<file path="src/hw/pwr_cmd_pkg.sv">
// constants and types for the thermal/turn-on command bank
// assumes a 250 MHz ref_clk and one-degree / one-millisecond linear units
package pwr_cmd_pkg;
   // command codes
   localparam logic [7:0] CMD_FAULT_RESPONSE = 8'h50;
   localparam logic [7:0] CMD_WARN_LIMIT = 8'h51;
   localparam logic [7:0] CMD_TURN_ON_WAIT = 8'h60;
   localparam logic [7:0] CMD_RAMP_TIME = 8'h61;

   // word layout: exponent [15:11] fixed zero, mantissa [10:0]
   localparam int MANT_W = 11;
   localparam int PROG_W = 7;
   localparam int TEMP_W = 11;
   localparam int MS_W = 10;

   // fault-response bit positions
   localparam int RSP_BIT = 7;
   localparam int RS_BIT = 5;
   localparam logic [2:0] RS_NONE = 3'h0;
   localparam logic [2:0] RS_ALL = 3'h7;

   // reset values and limits
   localparam logic [TEMP_W-1:0] WARN_RESET = 11'h078;
   localparam logic [TEMP_W-1:0] WARN_MIN = 11'h064;
   localparam logic [TEMP_W-1:0] WARN_MAX = 11'h08c;
   localparam logic [TEMP_W-1:0] WARN_BELOW_FAULT = 11'h019;
   localparam logic [TEMP_W-1:0] WARN_HYST = 11'h014;
   localparam logic [PROG_W-1:0] WAIT_RESET = 7'h00;
   localparam logic [PROG_W-1:0] RAMP_RESET = 7'h03;
   localparam logic [7:0] RESP_RESET = 8'hbf;
   localparam logic [MS_W-1:0] RETRY_PERIODS = 10'h007;
   localparam logic [1:0] INIT_SETTLE = 2'h3;

   // times in their own units, cycle counts derived from the clock period
   localparam int CLK_PERIOD_PS = 4000;
   localparam int MS_TIME_US = 1000;
   localparam int SHORT_WAIT_US = 50;
   localparam int CYC_PER_MS = (MS_TIME_US * 1000000) / CLK_PERIOD_PS;
   localparam int CYC_SHORT_WAIT = (SHORT_WAIT_US * 1000000) / CLK_PERIOD_PS;

   // one command transaction from the bus engine
   typedef struct packed {
      logic write;
      logic [7:0] code;
      logic [15:0] wdata;
   } cmd_req_s;

   // sticky status seen by the host
   typedef struct packed {
      logic temp_summary;
      logic warn_status;
      logic comm_fault_summary_bit;
      logic invalid_data;
      logic invalid_command_fault;
   } status_s;

   typedef enum logic [2:0] {
      ST_OFF = 3'b000,
      ST_WAIT = 3'b001,
      ST_RAMP = 3'b010,
      ST_ON = 3'b011,
      ST_RETRY = 3'b100,
      ST_LATCHED = 3'b101
   } seq_e;
endpackage : pwr_cmd_pkg

</file>
<file path="src/hw/ms_tick_div.sv">
// millisecond enable divider for the sequencer timers
// assumes clr is a same-clock pulse that restarts the count
`timescale 1ns/1ps
module ms_tick_div #(
   parameter int DIV = 250000
) (
   // clock and reset
   input wire logic ref_clk,
   input wire logic rstn,
   // control
   input wire logic clr,
   output logic tick
);
   logic [31:0] cnt_ff;
   logic [31:0] nxt_cnt;
   logic nxt_tick;
   logic tick_ff;

   // count to DIV-1 then emit one enable
   always_comb begin
      nxt_tick = 1'b0;
      nxt_cnt = cnt_ff + 32'h1;
      if (clr) begin
         nxt_cnt = 32'h0;
      end else if (cnt_ff == 32'(DIV - 1)) begin
         nxt_cnt = 32'h0;
         nxt_tick = 1'b1;
      end
   end

   always_ff @(posedge ref_clk or negedge rstn) begin
      if (!rstn) begin
         cnt_ff <= 32'h0;
         tick_ff <= 1'b0;
      end else begin
         cnt_ff <= nxt_cnt;
         tick_ff <= nxt_tick;
      end
   end

   assign tick = tick_ff;
endmodule : ms_tick_div

</file>
<file path="src/hw/time_bucket.sv">
// maps a programmed millisecond mantissa onto one of the 16 supported times
// pure combinational; ramp mode floors everything at 1 ms
`timescale 1ns/1ps
module time_bucket
   import pwr_cmd_pkg::*;
(
   // programmed value
   input wire logic [PROG_W-1:0] mant,
   input wire logic ramp_mode,
   // effective time in ms, zero means the short 50 us wait
   output logic [PROG_W-1:0] eff_ms
);
   // breakpoints shared by turn-on wait and ramp time
   always_comb begin
      if (mant <= 7'h06) begin
         eff_ms = mant;
      end else if (mant <= 7'h09) begin
         eff_ms = 7'h07;
      end else if (mant <= 7'h0c) begin
         eff_ms = 7'h0a;
      end else if (mant <= 7'h11) begin
         eff_ms = 7'h0e;
      end else if (mant <= 7'h16) begin
         eff_ms = 7'h13;
      end else if (mant <= 7'h20) begin
         eff_ms = 7'h1b;
      end else if (mant <= 7'h2c) begin
         eff_ms = 7'h25;
      end else if (mant <= 7'h3e) begin
         eff_ms = 7'h34;
      end else if (mant <= 7'h56) begin
         eff_ms = 7'h48;
      end else begin
         eff_ms = 7'h64;
      end
      if (ramp_mode && (mant <= 7'h01)) begin
         eff_ms = 7'h01;
      end
   end
endmodule : time_bucket

</file>
<file path="src/hw/thermal_turn_on_regs.sv">
// command bank: fault-response retry code, thermal warning threshold,
// turn-on wait and ramp time, plus the start/ramp/retry sequencer they steer
// assumes a same-clock command engine that hands over decoded word transactions
// Operation
// - wait code 000: no restart, stay off
// - wait code 111: seven ramp periods, restart
// - wait bits read back as bit 5
// - over warning: status bits and alert
// - warning clears 20 degrees below threshold
// - warning at/above fault refused, flagged
// - bypass bit accepts high warning threshold
// - warning default is fault minus 25, floor 100
// - warning exponent zero, mantissa default 120
// - warning mantissa spans 100 to 140
// - turn-on wait from start to rise
// - wait and ramp saved on save-all
// - loop slave refuses wait/ramp commands
// - wait: 1 ms unit, seven bits, default 0
// - wait quantized into 16 buckets
// - ramp time runs from rise to regulation
// - ramp zero means 1 ms ramp
// - soft-start resistor sets ramp at power-up
// - ramp: seven bits, 1 ms unit, default 3
// - ramp buckets same, floor 1 ms
// - loop slave ramp fixed at 100 ms
`timescale 1ns/1ps
module thermal_turn_on_regs
   import pwr_cmd_pkg::*;
#(
   parameter int MS_CYCLES = CYC_PER_MS,
   parameter int SHORT_CYCLES = CYC_SHORT_WAIT
) (
   // clock and reset
   input wire logic ref_clk,
   input wire logic rstn,
   // command transactions
   input wire logic cmd_valid,
   input wire cmd_req_s cmd_req,
   output logic cmd_done,
   output logic cmd_nack,
   output logic [15:0] cmd_rdata,
   // temperature and neighbouring settings
   input wire logic [TEMP_W-1:0] sensed_temp,
   input wire logic [TEMP_W-1:0] thermal_fault_threshold,
   input wire logic limit_check_bypass,
   input wire logic thermal_fault_level,
   input wire logic clear_faults,
   // pins
   input wire logic start_pin,
   input wire logic loop_slave_pin,
   input wire logic ss_pin_high,
   input wire logic [PROG_W-1:0] ss_mantissa,
   // nonvolatile save
   input wire logic save_all_defaults,
   output logic nvm_save,
   output logic [2*PROG_W-1:0] nvm_data,
   // status and sequencing
   output status_s status,
   output logic thermal_warning_level,
   output logic smbalert,
   output logic out_enable,
   output logic ramp_active,
   output logic in_regulation
);
   // pin synchronisers
   logic [2:0] pin_meta_ff;
   logic [2:0] pin_sync_ff;
   logic start_s;
   logic loop_s;
   logic ss_high_s;
   always_ff @(posedge ref_clk or negedge rstn) begin
      if (!rstn) begin
         pin_meta_ff <= 3'h0;
         pin_sync_ff <= 3'h0;
      end else begin
         pin_meta_ff <= {ss_pin_high, loop_slave_pin, start_pin};
         pin_sync_ff <= pin_meta_ff;
      end
   end
   assign start_s = pin_sync_ff[0];
   assign loop_s = pin_sync_ff[1];
   assign ss_high_s = pin_sync_ff[2];

   // register state
   logic [TEMP_W-1:0] warn_ff, nxt_warn;
   logic [PROG_W-1:0] wait_ff, nxt_wait;
   logic [PROG_W-1:0] ramp_ff, nxt_ramp;
   logic rsp_ff, nxt_rsp;
   logic rs_ff, nxt_rs;
   logic [1:0] init_ff, nxt_init;
   logic loop_ff, nxt_loop;
   status_s stat_ff, nxt_stat;
   logic warn_lvl_ff, nxt_warn_lvl;
   logic done_ff, nxt_done;
   logic nack_ff, nxt_nack;
   logic [15:0] rdata_ff, nxt_rdata;
   logic save_ff, nxt_save;
   logic [2*PROG_W-1:0] nvm_ff, nxt_nvm;
   logic alert_ff, nxt_alert;

   // default warning threshold from the stored fault threshold
   logic [TEMP_W-1:0] warn_default;
   always_comb begin
      if (thermal_fault_threshold < (WARN_MIN + WARN_BELOW_FAULT)) begin
         warn_default = WARN_MIN;
      end else begin
         warn_default = thermal_fault_threshold - WARN_BELOW_FAULT;
      end
   end

   // hysteresis low point, guarded against underflow
   logic [TEMP_W-1:0] warn_release;
   assign warn_release = (warn_ff > WARN_HYST) ? (warn_ff - WARN_HYST) : '0;

   // command decode, register writes and sticky status
   logic [TEMP_W-1:0] wr_mant;
   logic [2:0] wr_rs;
   logic timing_cmd;
   logic warn_rise;
   assign wr_mant = cmd_req.wdata[TEMP_W-1:0];
   assign wr_rs = cmd_req.wdata[RS_BIT:RS_BIT-2];
   assign timing_cmd = (cmd_req.code == CMD_TURN_ON_WAIT) || (cmd_req.code == CMD_RAMP_TIME);
   assign warn_rise = !warn_lvl_ff && (sensed_temp > warn_ff);

   always_comb begin
      nxt_warn = warn_ff;
      nxt_wait = wait_ff;
      nxt_ramp = ramp_ff;
      nxt_rsp = rsp_ff;
      nxt_rs = rs_ff;
      nxt_init = init_ff;
      nxt_loop = loop_ff;
      nxt_stat = stat_ff;
      nxt_warn_lvl = warn_lvl_ff;
      nxt_done = 1'b0;
      nxt_nack = 1'b0;
      nxt_rdata = rdata_ff;
      nxt_save = 1'b0;
      nxt_nvm = nvm_ff;
      // power-up: straps settle through the synchroniser, then defaults load
      if (init_ff != INIT_SETTLE) begin
         nxt_init = init_ff + 2'h1;
         if (init_ff == INIT_SETTLE - 2'h1) begin
            nxt_warn = warn_default;
            nxt_loop = loop_s;
            if (!ss_high_s) begin
               nxt_ramp = ss_mantissa;
            end
         end
      end
      if (clear_faults) begin
         nxt_stat = '0;
      end
      // warning level with hysteresis
      if (warn_rise) begin
         nxt_warn_lvl = 1'b1;
      end else if (warn_lvl_ff && (sensed_temp <= warn_release)) begin
         nxt_warn_lvl = 1'b0;
      end
      if (warn_rise) begin
         nxt_stat.temp_summary = 1'b1;
         nxt_stat.warn_status = 1'b1;
      end
      if (cmd_valid && (init_ff == INIT_SETTLE)) begin
         nxt_done = 1'b1;
         if (loop_ff && timing_cmd) begin
            nxt_nack = 1'b1;
            nxt_stat.invalid_command_fault = 1'b1;
            nxt_stat.comm_fault_summary_bit = 1'b1;
         end else if (!cmd_req.write) begin
            case (cmd_req.code)
               CMD_FAULT_RESPONSE: nxt_rdata = {8'h00, rsp_ff, 1'b0, {6{rs_ff}}};
               CMD_WARN_LIMIT: nxt_rdata = {5'h00, warn_ff};
               CMD_TURN_ON_WAIT: nxt_rdata = {9'h000, wait_ff};
               CMD_RAMP_TIME: nxt_rdata = {9'h000, ramp_ff};
               default: begin
                  nxt_nack = 1'b1;
                  nxt_stat.invalid_command_fault = 1'b1;
                  nxt_stat.comm_fault_summary_bit = 1'b1;
               end
            endcase
         end else begin
            case (cmd_req.code)
               CMD_FAULT_RESPONSE: begin
                  if ((wr_rs == RS_NONE) || (wr_rs == RS_ALL)) begin
                     nxt_rsp = cmd_req.wdata[RSP_BIT];
                     nxt_rs = cmd_req.wdata[RS_BIT];
                  end else begin
                     nxt_stat.invalid_data = 1'b1;
                     nxt_stat.comm_fault_summary_bit = 1'b1;
                  end
               end
               CMD_WARN_LIMIT: begin
                  if ((wr_mant < WARN_MIN) || (wr_mant > WARN_MAX) ||
                      ((wr_mant >= thermal_fault_threshold) && !limit_check_bypass)) begin
                     nxt_stat.invalid_data = 1'b1;
                     nxt_stat.comm_fault_summary_bit = 1'b1;
                  end else begin
                     nxt_warn = wr_mant;
                  end
               end
               CMD_TURN_ON_WAIT: nxt_wait = cmd_req.wdata[PROG_W-1:0];
               CMD_RAMP_TIME: nxt_ramp = cmd_req.wdata[PROG_W-1:0];
               default: begin
                  nxt_nack = 1'b1;
                  nxt_stat.invalid_command_fault = 1'b1;
                  nxt_stat.comm_fault_summary_bit = 1'b1;
               end
            endcase
         end
      end
      if (save_all_defaults) begin
         nxt_save = 1'b1;
         nxt_nvm = {ramp_ff, wait_ff};
      end
   end

   // alert follows any sticky status bit
   always_comb begin
      nxt_alert = |nxt_stat;
   end

   always_ff @(posedge ref_clk or negedge rstn) begin
      if (!rstn) begin
         warn_ff <= WARN_RESET;
         wait_ff <= WAIT_RESET;
         ramp_ff <= RAMP_RESET;
         rsp_ff <= RESP_RESET[RSP_BIT];
         rs_ff <= RESP_RESET[RS_BIT];
         init_ff <= 2'h0;
         loop_ff <= 1'b0;
         stat_ff <= '0;
         warn_lvl_ff <= 1'b0;
         done_ff <= 1'b0;
         nack_ff <= 1'b0;
         rdata_ff <= 16'h0000;
         save_ff <= 1'b0;
         nvm_ff <= '0;
         alert_ff <= 1'b0;
      end else begin
         warn_ff <= nxt_warn;
         wait_ff <= nxt_wait;
         ramp_ff <= nxt_ramp;
         rsp_ff <= nxt_rsp;
         rs_ff <= nxt_rs;
         init_ff <= nxt_init;
         loop_ff <= nxt_loop;
         stat_ff <= nxt_stat;
         warn_lvl_ff <= nxt_warn_lvl;
         done_ff <= nxt_done;
         nack_ff <= nxt_nack;
         rdata_ff <= nxt_rdata;
         save_ff <= nxt_save;
         nvm_ff <= nxt_nvm;
         alert_ff <= nxt_alert;
      end
   end

   // effective times from the bucket tables
   logic [PROG_W-1:0] wait_eff;
   logic [PROG_W-1:0] ramp_bucket;
   logic [PROG_W-1:0] ramp_eff;
   time_bucket u_wait_bucket (
      .mant(wait_ff),
      .ramp_mode(1'b0),
      .eff_ms(wait_eff)
   );
   time_bucket u_ramp_bucket (
      .mant(ramp_ff),
      .ramp_mode(1'b1),
      .eff_ms(ramp_bucket)
   );
   assign ramp_eff = loop_ff ? 7'h64 : ramp_bucket;

   // sequencer timers
   logic tick_clr;
   logic ms_tick;
   ms_tick_div #(
      .DIV(MS_CYCLES)
   ) u_ms_div (
      .ref_clk(ref_clk),
      .rstn(rstn),
      .clr(tick_clr),
      .tick(ms_tick)
   );

   seq_e seq_ff, nxt_seq;
   logic [MS_W-1:0] ms_cnt_ff, nxt_ms_cnt;
   logic [31:0] cyc_cnt_ff, nxt_cyc_cnt;
   logic [MS_W-1:0] retry_ms;
   assign retry_ms = MS_W'(ramp_eff) * RETRY_PERIODS;

   // start -> wait -> ramp -> on, with fault shutdown and retry
   always_comb begin
      nxt_seq = seq_ff;
      nxt_ms_cnt = ms_tick ? ms_cnt_ff + 10'h001 : ms_cnt_ff;
      nxt_cyc_cnt = cyc_cnt_ff + 32'h1;
      tick_clr = 1'b0;
      case (seq_ff)
         ST_OFF: begin
            tick_clr = 1'b1;
            nxt_ms_cnt = '0;
            nxt_cyc_cnt = '0;
            if (start_s && (init_ff == INIT_SETTLE)) begin
               nxt_seq = ST_WAIT;
            end
         end
         ST_WAIT: begin
            if ((wait_eff == '0) ? (cyc_cnt_ff == 32'(SHORT_CYCLES - 1))
                                 : (nxt_ms_cnt >= MS_W'(wait_eff))) begin
               nxt_seq = ST_RAMP;
               nxt_ms_cnt = '0;
               tick_clr = 1'b1;
            end
         end
         ST_RAMP: begin
            if (nxt_ms_cnt >= MS_W'(ramp_eff)) begin
               nxt_seq = ST_ON;
            end
         end
         ST_ON: nxt_seq = ST_ON;
         ST_RETRY: begin
            if (nxt_ms_cnt >= retry_ms) begin
               nxt_seq = ST_OFF;
            end
         end
         ST_LATCHED: begin
            if (clear_faults) begin
               nxt_seq = ST_OFF;
            end
         end
         default: nxt_seq = ST_OFF;
      endcase
      if (!start_s && (seq_ff != ST_RETRY) && (seq_ff != ST_LATCHED)) begin
         nxt_seq = ST_OFF;
      end
      if (thermal_fault_level && rsp_ff && (seq_ff != ST_RETRY) && (seq_ff != ST_LATCHED)) begin
         tick_clr = 1'b1;
         nxt_ms_cnt = '0;
         nxt_seq = rs_ff ? ST_RETRY : ST_LATCHED;
      end
   end

   logic en_ff, ramp_ff_o, reg_ff;
   always_ff @(posedge ref_clk or negedge rstn) begin
      if (!rstn) begin
         seq_ff <= ST_OFF;
         ms_cnt_ff <= '0;
         cyc_cnt_ff <= '0;
         en_ff <= 1'b0;
         ramp_ff_o <= 1'b0;
         reg_ff <= 1'b0;
      end else begin
         seq_ff <= nxt_seq;
         ms_cnt_ff <= nxt_ms_cnt;
         cyc_cnt_ff <= nxt_cyc_cnt;
         en_ff <= (nxt_seq == ST_RAMP) || (nxt_seq == ST_ON);
         ramp_ff_o <= nxt_seq == ST_RAMP;
         reg_ff <= nxt_seq == ST_ON;
      end
   end

   // outputs straight from flops
   assign cmd_done = done_ff;
   assign cmd_nack = nack_ff;
   assign cmd_rdata = rdata_ff;
   assign nvm_save = save_ff;
   assign nvm_data = nvm_ff;
   assign status = stat_ff;
   assign thermal_warning_level = warn_lvl_ff;
   assign smbalert = alert_ff;
   assign out_enable = en_ff;
   assign ramp_active = ramp_ff_o;
   assign in_regulation = reg_ff;
endmodule : thermal_turn_on_regs

</file>
<file path="config.mk">
export PLATFORM = sky130hd
export DESIGN_NAME = thermal_turn_on_regs
export DESIGN_NICKNAME = d
export VERILOG_FILES = /design/src/hw/pwr_cmd_pkg.sv /design/src/hw/ms_tick_div.sv /design/src/hw/time_bucket.sv /design/src/hw/thermal_turn_on_regs.sv
export SDC_FILE = /design/constraint.sdc
export NUM_CORES = 1
export LEC_CHECK = 0
export BUFFER_PORTS_ARGS = -buffer_cell sky130_fd_sc_hd__buf_2
export CAP_MARGIN = 10
export CORE_ASPECT_RATIO = 0.75
export CORE_MARGIN = 5
export CORE_UTILIZATION = 51
export DETAILED_ROUTE_END_ITERATION = 8
export PLACE_DENSITY = 0.71
export SYNTH_ARGS = -nofsm -noshare
export SYNTH_HDL_FRONTEND = slang
export SYNTH_SLANG_ARGS = --single-unit
</file>
<file path="constraint.sdc">
create_clock -name ref_clk -period 6.1 [get_ports ref_clk]
set_clock_uncertainty 0.05 [all_clocks]
set_input_delay 0.915 -clock ref_clk [delete_from_list [all_inputs] [get_ports ref_clk]]
set_output_delay 0.915 -clock ref_clk [all_outputs]
set_load 0.005 [all_outputs]
</file>
==> run_results.csv <==
group,metric,value,unit
route,wl_per_cell,16.58,µm
route,drcViolationCount,0,
die,dieArea,0.02192,mm²
global_routing,grt_pass1_wl,37.96,mm
cts,clk_path_buf_depth,2,
logic_synthesis,avgSynthCellArea,9.278,µm²
route,vias_per_cell,5.647,
power,swShare,30.52,%
cts,numCtsBuffers,17,
power,combPwrFrac,21.6,%
logic_synthesis,syn-cell-area,0.009704,mm²
cells_and_area,instances_no_fill,1389,
logic_synthesis,synth.largest_area_cell,"dfrtp_1",
power,p_leak,5.183,nW
die,die_x,169.3,µm
route,dr_total_vias,7844,
hold_path,hold_start,"pin_meta_ff[1]",
global_routing,grt_max_degree,100,
placement,port_buffers,96,
route,initialDrtViolationCount,668,
power,peakVddDrop,0.2094,mV
run_status,outcome,"finished clean",
sta,grt_setup_unrepaired,"no",
logic_synthesis,synthDistinctLibCells,69,
setup_path,startpoint_type,"register",
global_routing,first_global_vias,7437,
cts,cts.reportedPaths.clkPinSlew,60,ps
setup_path,rrSetupSlack,1180,ps
hold_path,hold_end,"pin_sync_ff[1]",
power,p_int,2.219,mW
global_routing,grt_overflow,0,
setup_path,arrival,5220,ps
logic_synthesis,synth_edf_count,0,
sta,fin_setup_tns,0,ps
placement,dpl.hpwl,17.31,mm
power,p_clk_share,36.3,%
die,initial_core_util,52.13,%
setup_path,cp_data_required_time,6400,ps
sta,period_share,80.73,%
sta,hold_violations,0,
cells_and_area,fillCellCount,1609,
cells_and_area,nets,1275,
sta,tightestPinTransition,892.5,ps
setup_path,crit-reg2reg-capture,"seq_ff[2]",
route,dr.pass1.iters,5,
logic_synthesis,yosysSeqAreaShare,39.30,%
cts,postCtsSetupRepairBufs,0,
logic_synthesis,synth_ff_type,"dfrtp_1",
cts,htreeDepth,4,
sta,fmax,203.1,MHz
cts,cts-hold-fix-buffers,0,
die,dieHeight,129.5,µm
logic_synthesis,syn_inst,1046,
setup_path,crit_fanout,12,
logic_synthesis,synth_top_area_share,37.13,%
cts,cts.sinks,152,
logic_synthesis,synthTopCellsByArea,"dfrtp_1 (37%), ha_1 (9.5%), nor2_1 (4.5%)",
cts,clockRootBuffer,"clkbuf_16",
die,io_pins,107,
route,drtAntennaViolNets,0,
hold_path,hold_depth,0,
die,coreArea,0.01862,mm²
sta,relSlewSlack,40.50,%
power,p_per_area,290.3,mW/mm²
sta,setup_violations,0,
setup_path,setup.worst_path.class,"register to register",
logic_synthesis,ys_seq_elements,152,
cts,clk_latency,430,ps
power,switchingPower,974.6,µW
sta,maxSlewViolCount,0,
setup_path,reg2reg_from,"ramp_ff[6]",
cells_and_area,layout-drive-gt1-share,15.76,%
logic_synthesis,ys_warn_count,0,
global_routing,antenna_found_initial,1,
cts,cts_tree,"built",
setup_path,r2r_cells,21,
setup_path,cp-end-kind,"register",
logic_synthesis,async_flop_share,100.0,%
cts,postCtsResizedCells,0,
job,drv_cap,0,
hold_path,hp-class,"register to register",
placement,place.gp.congestion,0.8856,
die,floorplan.rows,43,
route,totalWireLength,23.03,mm
cells_and_area,num_antenna_cells,0,
power,seq_power_share,42.1,%
global_routing,grt_usage,21.56,%
placement,placed_cells,1357,
cells_and_area,syn2layout_area_growth,13.37,%
sta,period_needed,4925,ps
## through the flow
step	setup WS [ps]	power (mW)	util, %	hold WS [ps]	instance area (µm²)
floorplan	1644	1.828	-	281.2	9719
global placement	1228	2.019	55.58	285.5	10350
detailed placement	1199	2.043	55.58	299.2	10350
CTS	1181	3.217	59.06	313.0	10990
global route	774.3	3.400	59.10	328.9	11000
finish	1175	3.194	59.10	312.3	11000
## sequential cells by signal (all words and copies together) (netlist names), 2 cells and up
name             flops
pin_meta_ff          3
cyc_cnt_ff          32
seq_ff               3
warn_ff             11
u_ms_div.cnt_ff     32
pin_sync_ff          3
status               5
wait_ff              7
init_ff              2
ramp_ff              7
cmd_rdata           11
nvm_data            14
ms_cnt_ff           10
## kinds of logic (layout without fill, tap and decap cells)
| group | Yosys count | count (layout) | synth area share, % |
|---|---|---|---|
| AO/OA/AOI/OAI | 199 | 199 | 13.07 |
| XOR/XNOR | 83 | 83 | 7.491 |
| adder cells (fa/ha/maj) | 82 | 82 | 11.09 |
| buffers and inverters | 101 | 193 | 4.422 |
| flip-flops | 152 | 152 | 39.30 |
| multiplexers | 35 | 35 | 3.920 |
| other | 1 | 5 | 0.03864 |
| AND/OR/NAND/NOR | 393 | 393 | 20.67 |
## metal layers
layer	GRT usage (%)	up-vias	share of wire (%)	routed length (µm)
li1	-	3852	-	-
met2	31.80	236	42	9771
met5	0	-	0.056	13
met3	5.246	19	7.1	1626
met4	5.064	2	1.2	278
met1	32.15	3735	49	11340
## Yosys cell counts, types with 16 or more instances
cell and number:
nor2b_1 17, nand3_1 35, nor3_1 22, nand4_1 25, nor2_1 117, a21oi_1 59, nor4_1 19, xnor2_1 42
nand2_1 66, mux2_2 24, inv_1 62, o21ai_0 45, dfrtp_1 144, clkbuf_1 28, nand2b_1 16, ha_1 74
xor2_1 41
## power by group through the flow
stage	Clock [mW]	Sequential, mW	Combinational, mW
floorplan	0	1.30	0.524
global placement	0	1.35	0.666
detailed placement	0	1.35	0.689
CTS	1.18	1.34	0.694
global route	1.22	1.37	0.803
finish	1.16	1.34	0.691
## how the worst max path moves through the flow
stage | from | endpoint
final | ramp_ff[6] | seq_ff[2]
after global routing | ramp_ff[6] | seq_ff[2]
after CTS | ramp_ff[6] | seq_ff[2]
after detailed placement | ramp_ff[6] | seq_ff[2]
after global placement | ramp_ff[6] | seq_ff[2]
after floorplan | ramp_ff[2] | seq_ff[2]
## cell type report
type                            count  area [µm²]  area share, %
Multi-Input combinational cell    797        5482          49.82
Sequential cell                   152        3814          34.66
Timing Repair Buffer              100       516.7          4.697
Clock buffer                       17       425.4          3.867
Tap cell                          247       309.0          2.809
Inverter                           62       232.7          2.115
Clock inverter                     14       222.7          2.024
## critical path, stage by stage (launching register included)
cell and delay (ps):
dfrtp_1 530, or4_1 580, a21oi_1 150, nor2_1 50, o21ai_0 220, a21oi_1 110
o22ai_1 200, nor2b_1 340, fa_1 520, inv_1 80, ha_1 220, a21o_1 170
a21oi_1 200, o21bai_1 80, a21oi_1 230, o21bai_1 90, a21oi_1 160, ha_1 240
or3_1 340, a21oi_1 150, nor2_1 60, o21ai_0 70
## placed cells by master (no fill, tap or decap), types with 5 or more instances in the layout
cell and instances:
o21ai_0 45, nor2b_1 17, a21oi_1 59, and2_1 13, mux2i_1 11, xnor2_1 42, nor2b_2 6, nand4_1 25
or4_1 5, o22ai_1 11, a211o_1 5, a21o_1 14, fa_1 7, a22oi_1 8, nand3_1 35, mux2_2 24
a22o_1 10, nor4_1 19, buf_2 95, ha_1 74, and3_1 14, clkbuf_16 17, o211ai_1 5, xor2_1 41
conb_1 5, nand2_1 66, and4_1 6, nor2_1 117, nand2b_1 16, dfrtp_1 144, o21a_1 14, inv_1 62
bufinv_16 5, or3_1 10, nor3_1 21, dfstp_2 8
Note: power is estimated with default switching activity, not from simulation.
